--- src/vbl_pkg.sv ---
// Shared constants, types and helpers of the vector bitwise logic unit
package vbl_pkg;
  localparam logic [7:0]  VBL_CTRL_OFFS   = 8'h00;
  localparam logic [7:0]  VBL_STAT_OFFS   = 8'h04;
  localparam int          VBL_OP_LSB      = 0;
  localparam int          VBL_OP_W        = 3;
  localparam int          VBL_ALIGN_BIT   = 3;
  localparam int          VBL_VALID_BIT   = 0;
  localparam int          VBL_FRAC_LSB    = 8;
  localparam logic [31:0] VBL_CTRL_RESET  = 32'h0000_0008;
  localparam int          VBL_LATENCY     = 1;

  typedef enum logic [2:0] {
    VBL_AND  = 3'h0,
    VBL_NAND = 3'h1,
    VBL_OR   = 3'h2,
    VBL_NOR  = 3'h3,
    VBL_XOR  = 3'h4,
    VBL_XNOR = 3'h5
  } vbl_op_type;

  typedef enum logic [1:0] {
    VBL_PH_IDLE  = 2'h0,
    VBL_PH_WRITE = 2'h1,
    VBL_PH_READ  = 2'h3
  } vbl_phase_type;

  // Base operator of the family, before any final inversion
  function automatic logic vbl_bit_op(input vbl_op_type op, input logic a, input logic b);
    case (op)
      VBL_OR, VBL_NOR:   vbl_bit_op = a | b;
      VBL_XOR, VBL_XNOR: vbl_bit_op = a ^ b;
      default:           vbl_bit_op = a & b;
    endcase
  endfunction : vbl_bit_op

  function automatic logic vbl_inverts(input vbl_op_type op);
    vbl_inverts = (op == VBL_NAND) || (op == VBL_NOR) || (op == VBL_XNOR);
  endfunction : vbl_inverts

  function automatic logic vbl_op_legal(input logic [2:0] code);
    vbl_op_legal = (code <= 3'h5);
  endfunction : vbl_op_legal
endpackage : vbl_pkg

--- src/vbl_lane_if.sv ---
// Carrier between the top and one sample lane
`timescale 1ns/1ps
`default_nettype none
interface vbl_lane_if
  import vbl_pkg::*;
#(
  parameter int NUM_IN = 2,
  parameter int AW     = 16,
  parameter int OW     = 16
);
  logic [NUM_IN*AW-1:0] opnd;
  vbl_op_type           op;
  logic [OW-1:0]        res;
  modport core (input opnd, input op, output res);
  modport feed (output opnd, output op, input res);
endinterface : vbl_lane_if
`default_nettype wire

--- src/vbl_lane.sv ---
// One sample lane: multi-input bitwise combine or single-input reduction
`timescale 1ns/1ps
`default_nettype none
module vbl_lane
  import vbl_pkg::*;
#(
  parameter int NUM_IN = 2,
  parameter int AW     = 16,
  parameter int OW     = 16
) (
  vbl_lane_if.core lif
);
  always_comb begin
    logic [AW-1:0] acc;
    logic          red;
    acc = lif.opnd[AW-1:0];
    red = lif.opnd[0];
    if (NUM_IN == 1) begin
      for (int b = 1; b < AW; b++) begin
        red = vbl_bit_op(lif.op, red, lif.opnd[b]);
      end
      red = red ^ vbl_inverts(lif.op);
      lif.res = OW'(red);
    end else begin
      for (int i = 1; i < NUM_IN; i++) begin
        for (int b = 0; b < AW; b++) begin
          acc[b] = vbl_bit_op(lif.op, acc[b], lif.opnd[i*AW+b]);
        end
      end
      // Result as wide as aligned operands
      lif.res = OW'(acc ^ {AW{vbl_inverts(lif.op)}});
    end
  end
endmodule : vbl_lane
`default_nettype wire

--- src/vbl_top.sv ---
// Vector bitwise logic unit with AHB-Lite control registers
//
// How it works
// - One operator: AND NAND OR NOR XOR XNOR
// - One to 1024 inputs, all combined
// - Zero-pad fraction, sign-extend integer to align
// - Fixed-point operands, result on one port
// - Single input reduces operand to one bit
// - Reduction chains from LSB upward
// - Reduction output is always one bit
// - Every sample of vector processed each period
//
// Chosen here: the AHB-Lite slave port and the register addresses.
`timescale 1ns/1ps
`default_nettype none
module vbl_top
  import vbl_pkg::*;
#(
  parameter int NUM_IN  = 2,
  parameter int SAMPLES = 1,
  parameter int IN_W    = 8,
  parameter int FW      = $clog2(IN_W + 1),
  parameter int AW      = 2 * IN_W,
  parameter int OW      = (NUM_IN == 1) ? 1 : AW
) (
  input  wire  logic                          sys_clk,
  input  wire  logic                          nrst,
  input  wire  logic                          ce,
  input  wire  logic                          hsel,
  input  wire  logic [31:0]                   haddr,
  input  wire  logic [1:0]                    htrans,
  input  wire  logic                          hwrite,
  input  wire  logic [2:0]                    hsize,
  input  wire  logic [31:0]                   hwdata,
  input  wire  logic                          hready,
  output logic       [31:0]                   hrdata,
  output logic                                hreadyout,
  output logic                                hresp,
  input  wire  logic                          in_valid,
  input  wire  logic [SAMPLES*NUM_IN*IN_W-1:0] opnd_data,
  input  wire  logic [NUM_IN*FW-1:0]          opnd_frac,
  input  wire  logic [NUM_IN-1:0]             opnd_signed,
  output logic                                res_valid,
  output logic       [SAMPLES*OW-1:0]         res_data,
  output logic       [FW-1:0]                 res_frac
);
  // Bus slave state
  vbl_phase_type ph_q, ph_d;
  logic [7:0]    addr_q, addr_d;
  logic [31:0]   rdata_q, rdata_d;
  logic [3:0]    ctrl_q, ctrl_d;
  // Datapath state
  logic                  valid_q, valid_d;
  logic [SAMPLES*OW-1:0] res_q, res_d;
  logic [FW-1:0]         frac_q, frac_d;

  logic [SAMPLES*NUM_IN*AW-1:0] aligned;
  logic [SAMPLES*OW-1:0]        lane_res;
  logic [FW-1:0]                fmax;
  logic                         take;

  // Lane width: a reduction sees the operand alone, without padding
  localparam int LW = (NUM_IN == 1) ? IN_W : AW;

  vbl_op_type op_cfg;
  logic       align_en;
  assign op_cfg   = vbl_op_type'(ctrl_q[VBL_OP_LSB +: VBL_OP_W]);
  assign align_en = ctrl_q[VBL_ALIGN_BIT];

  // Extend one operand to the common format
  function automatic logic [AW-1:0] vbl_align(input logic [IN_W-1:0] x, input logic sgn,
                                              input logic [FW-1:0] sh);
    logic [AW-1:0] ext;
    ext = sgn ? AW'($signed(x)) : AW'(x);
    vbl_align = ext << sh;
  endfunction : vbl_align

  // Largest fraction sets the common point
  always_comb begin
    fmax = '0;
    for (int i = 0; i < NUM_IN; i++) begin
      if (opnd_frac[i*FW +: FW] > fmax) begin
        fmax = opnd_frac[i*FW +: FW];
      end
    end
  end

  always_comb begin
    logic [FW-1:0] sh;
    sh = '0;
    aligned = '0;
    for (int s = 0; s < SAMPLES; s++) begin
      for (int i = 0; i < NUM_IN; i++) begin
        // No shift when alignment is off
        sh = align_en ? FW'(fmax - opnd_frac[i*FW +: FW]) : '0;
        aligned[(s*NUM_IN+i)*AW +: AW] =
          vbl_align(opnd_data[(s*NUM_IN+i)*IN_W +: IN_W], opnd_signed[i], sh);
      end
    end
  end

  for (genvar s = 0; s < SAMPLES; s++) begin : g_lane
    vbl_lane_if #(.NUM_IN(NUM_IN), .AW(LW), .OW(OW)) lif ();
    // Single input reduces the raw operand bits
    if (NUM_IN == 1) begin : g_raw
      assign lif.opnd = opnd_data[s*IN_W +: IN_W];
    end else begin : g_algn
      assign lif.opnd = aligned[s*NUM_IN*AW +: NUM_IN*AW];
    end
    assign lif.op   = op_cfg;
    assign lane_res[s*OW +: OW] = lif.res;
    vbl_lane #(.NUM_IN(NUM_IN), .AW(LW), .OW(OW)) u_lane (
      .lif (lif.core)
    );
  end

  always_comb begin
    valid_d = valid_q;
    res_d   = res_q;
    frac_d  = frac_q;
    if (ce) begin
      valid_d = in_valid;
      if (in_valid) begin
        res_d  = lane_res;
        frac_d = align_en ? fmax : opnd_frac[FW-1:0];
      end
    end
  end

  always_ff @(posedge sys_clk or negedge nrst) begin
    if (!nrst) begin
      valid_q <= 1'b0;
      res_q   <= '0;
      frac_q  <= '0;
    end else begin
      valid_q <= valid_d;
      res_q   <= res_d;
      frac_q  <= frac_d;
    end
  end

  // Bus: address phase taken, data phase with zero wait
  assign take = hsel && hready && htrans[1] && ce;

  always_comb begin
    ph_d    = ph_q;
    addr_d  = addr_q;
    rdata_d = rdata_q;
    ctrl_d  = ctrl_q;
    if (ce) begin
      if (ph_q == VBL_PH_WRITE && addr_q == VBL_CTRL_OFFS &&
          vbl_op_legal(hwdata[VBL_OP_LSB +: VBL_OP_W])) begin
        ctrl_d = hwdata[3:0];
      end
      ph_d = VBL_PH_IDLE;
      if (take) begin
        ph_d   = hwrite ? VBL_PH_WRITE : VBL_PH_READ;
        addr_d = {haddr[7:2], 2'b00};
      end
      rdata_d = '0;
      if (take && !hwrite) begin
        case ({haddr[7:2], 2'b00})
          VBL_CTRL_OFFS: rdata_d = {28'h0, ctrl_d};
          VBL_STAT_OFFS: begin
            rdata_d[VBL_VALID_BIT]         = valid_q;
            rdata_d[VBL_FRAC_LSB +: FW]    = frac_q;
          end
          default:       rdata_d = '0;
        endcase
      end
    end
  end

  always_ff @(posedge sys_clk or negedge nrst) begin
    if (!nrst) begin
      ph_q    <= VBL_PH_IDLE;
      addr_q  <= '0;
      rdata_q <= '0;
      ctrl_q  <= VBL_CTRL_RESET[3:0];
    end else begin
      ph_q    <= ph_d;
      addr_q  <= addr_d;
      rdata_q <= rdata_d;
      ctrl_q  <= ctrl_d;
    end
  end

  assign hrdata    = rdata_q;
  assign hreadyout = 1'b1;
  assign hresp     = 1'b0;
  assign res_valid = valid_q;
  assign res_data  = res_q;
  assign res_frac  = frac_q;

  if (NUM_IN == 1) begin : g_red_chk

  end else if (NUM_IN == 2) begin : g_multi_chk

  end
endmodule : vbl_top
`default_nettype wire

--- config.mk ---
export PLATFORM = sky130hd
export DESIGN_NAME = vbl_top
export DESIGN_NICKNAME = d
export VERILOG_FILES = /design/src/vbl_pkg.sv /design/src/vbl_lane_if.sv /design/src/vbl_lane.sv /design/src/vbl_top.sv
export SDC_FILE = /design/constraint.sdc
export NUM_CORES = 1
export LEC_CHECK = 0
export BUFFER_PORTS_ARGS = -buffer_cell sky130_fd_sc_hd__buf_2
export CAP_MARGIN = 20
export CELL_PAD_IN_SITES_DETAIL_PLACEMENT = 1
export CELL_PAD_IN_SITES_GLOBAL_PLACEMENT = 2
export CORE_MARGIN = 1.5
export CORE_UTILIZATION = 32
export CTS_BUF_LIST = sky130_fd_sc_hd__clkbuf_4 sky130_fd_sc_hd__clkbuf_8
export DETAILED_ROUTE_END_ITERATION = 10
export PLACE_DENSITY = 0.87
export SYNTH_ARGS = -nofsm -noshare
export SYNTH_HDL_FRONTEND = slang
export SYNTH_HIERARCHICAL = 1
export SYNTH_SLANG_ARGS = --single-unit
--- constraint.sdc ---
create_clock -name sys_clk -period 4.3 [get_ports sys_clk]
set_input_delay 0.215 -clock sys_clk [delete_from_list [all_inputs] [get_ports sys_clk]]
set_output_delay 0.215 -clock sys_clk [all_outputs]
set_load 0.1 [all_outputs]
==> metrics.txt <==
Die X-Extent=approximately 120 um; sequential element share of the synthesized area=between 20% and 30%; top cells by area, synth=dfrtp_1 (22%), ha_1 (11%), mux2i_1 (10%); Crit Path Class=in -> reg; endpoint class of the critical path=flop; Clock Sinks=41; Avg Inst Size Synth=roughly 8.6 um2; number of buffers created by CTS=5; critical path startpoint category=input pin; Reg2Reg Launch Point=ctrl_q[3]; r2r endpoint=res_data[8]; type of the tightest min-delay check=in -> async; WP data arrival=roughly 4.2 ns; Final Max Tran Viols=0; crit-path cells=buf_2 > inv_1 > ha_1 > and4_1 > a21oi_2 > nor2_1 > a21o_1 > inv_1 > fa_1 > nor2b_1 > buf_4 > mux2i_1 > mux2i_1 > mux2_2 > mux2_2 > inv_1 > ha_1 > nand2_1 > a31oi_2 > xnor2_1 > mux2_2; fillers=~1700; number of buffer and inverter stages on the critical path=5; Synth Instances=roughly 540; # DRC=0; f_max=~250 MHz; synth unique cells=60; core box area=about 0.014 mm2; Reg2Reg Setup Slack=between 1 and 1.5 ns; drt first-iter violations=around 130; proportion of layout cells with a drive suffix above 1=between 20% and 30%; fin crit share=a little over nine tenths; CTS tree=yes; Worst R2R Path Depth=13; P per Cell Area=approximately 490 mW/mm2; Post-synth top cells=inv_1 (54), mux2i_1 (48), ha_1 (42); GPL Wtd Cong=~0.83; Netlist Area Pre-Place=~0.0046 mm2; antenna violation net count after detailed routing=0; largest net degree at the start of global routing=42; drt via density=approximately 4.9; Clock Latency Late Sink=0.29 ns; Critical Path Fanout Max=5; Initial Util=approximately a third; synth-to-layout area growth=15.9%; final setup fails=0; WL final=around 12000 um; CTS Root Cell=clkbuf_8; initial antenna violation count=0; Hold Slack=roughly 0.040 ns; Nets=roughly 770; post-detail-place hpwl=10100 um; placed insts=a little under 800; ys flop type=dfrtp_1; worst ir drop on vdd=269 uV; EDFF count, synth=0; Hold-fix buffers, CTS=0; Die Ht=around 120 um; Synth warnings=6; antenna diode count=0; Vias=between 3000 and 4000; Routed wire per std cell=approximately 15 um; post-synthesis register bit count=41; fin cells=800; Rows=43; worst endpoint required time=roughly 4.5 ns; Fin. Hold Viols=0; vias in the first global route=approximately 4100; Slew @ Worst Pin=slightly below 1 ns; CTS clk-pin slew, worst paths=about 0.08 ns; Critical Path Slowest Stage Cell=fa_1; area leader, netlist=dfrtp_1; first-pass GRT wire length=20200 um; Min Clock Period, post-route=about 4.1 ns; Max stage delay on crit path=roughly 0.46 ns; Worst Skew=0.0113 ns; die area=0.0152 mm2; Slew HR=roughly a third; IO Port Bufs=72; delay-heaviest family, CP=multiplexers; status=completed; Initial DRT Pass Iterations=4; num ports=approximately 160; GR Overflow Total=0; fraction of registers with async set/reset=100%; Leak=roughly 2.5 nW; top cell type's share of synthesized area=21.6%; Clock Path Buffers=2; max-cap violations=0; Total GRT Usage=roughly 17%; top-count cell post-synth=inv_1; htree depth=2
## kinds of logic (layout without fill, tap and decap cells)
group	after synthesis	after routing	synth area share, %
buffers and inverters	109	168	12.1
DFF	41	41	22.2
muxes	78	78	17.7
xor gates and xnor gates	20	20	3.94
adders and majority gates	44	44	12.2
and+or+nand+nor	141	141	16.0
other	2	26	0.162
AOI/OAI and AO/OA	102	102	15.7
## placed cells by master, fill, tap and decap left out, types with 3 or more instances in the layout
cell type / instances
nand2b_1: 21
a211oi_1: 4
o21ai_1: 6
nand3_1: 10
o22ai_1: 4
dfrtp_1: 40
nand4_1: 5
a21oi_1: 21
a31oi_2: 11
ha_1: 42
a21oi_2: 3
buf_4: 29
inv_1: 54
mux2i_1: 42
nor2_1: 28
a31oi_1: 7
nor2b_1: 18
inv_2: 3
nand2_1: 35
clkbuf_8: 5
buf_2: 72
xnor2_1: 18
and3_1: 3
mux2i_2: 6
mux2_2: 29
o21ai_0: 26
conb_1: 26
## report_power, final
part	switching, mW	internal (mW)	total (mW)
Combinational	1.29	0.534	1.83
Sequential	0.0547	0.487	0.542
Clock	0.130	0.121	0.250
Total	1.48	1.14	2.62
## area by class of cell
| cell class | instances | area, um2 | share of cell area [%] |
|---|---|---|---|
| inverter | 57 | 214 | 3.98 |
| tap | 180 | 225 | 4.19 |
| clock buffer | 6 | 76.3 | 1.42 |
| sequential | 41 | 1030 | 19.1 |
| clock inverter | 2 | 15.0 | 0.280 |
| multi-input combinational | 411 | 3200 | 59.5 |
| timing repair buffer | 103 | 618 | 11.5 |
## what timing repair did
action	CTS	global route
setup endpoints to repair	0	9
buffers inserted	0	1
gates resized for setup	0	15
## state kept, by name, summed over array words and instances (netlist names)
name,flops
res_data,16
hrdata,8
addr_q,6
ctrl_q,4
res_frac,4
ph_q,2
res_valid,1
## metrics by stage
step	instance area, um2	power [mW]	util, %	setup TNS [ns]	worst slack [ns]
2_1_floorplan	4720	2.03	-	0	0.188
3_3_place_gp	5200	2.32	37.2	0	0.0134
3_5_place_dp	5200	2.36	37.2	-0.453	-0.110
4_1_cts	5290	2.63	37.8	0	0.190
5_1_grt	5370	2.80	38.4	-0.132	-0.0555
6_report	5370	2.62	38.4	0	0.244
## how the worst max path moves through the flow
stage,endpoint,slack (ns),from,cells after the start
2_1_floorplan,res_data[8],0.19,opnd_frac[2],20
3_3_place_gp,res_data[8],0.01,opnd_frac[2],21
3_5_place_dp,res_data[11],-0.11,opnd_frac[1],20
4_1_cts,res_data[11],0.19,opnd_frac[1],20
5_1_grt,res_data[13],-0.06,opnd_frac[3],21
6_report,res_data[8],0.24,opnd_frac[3],21
## per-layer routing
layer	up-vias	wire [um]	track usage, %
met5	-	0	0
met3	13	495	1.75
met4	0	153	3.52
met1	1913	5710	21.8
li1	1946	-	-
met2	80	5940	29.1
Note: power is estimated with default switching activity, not from simulation.
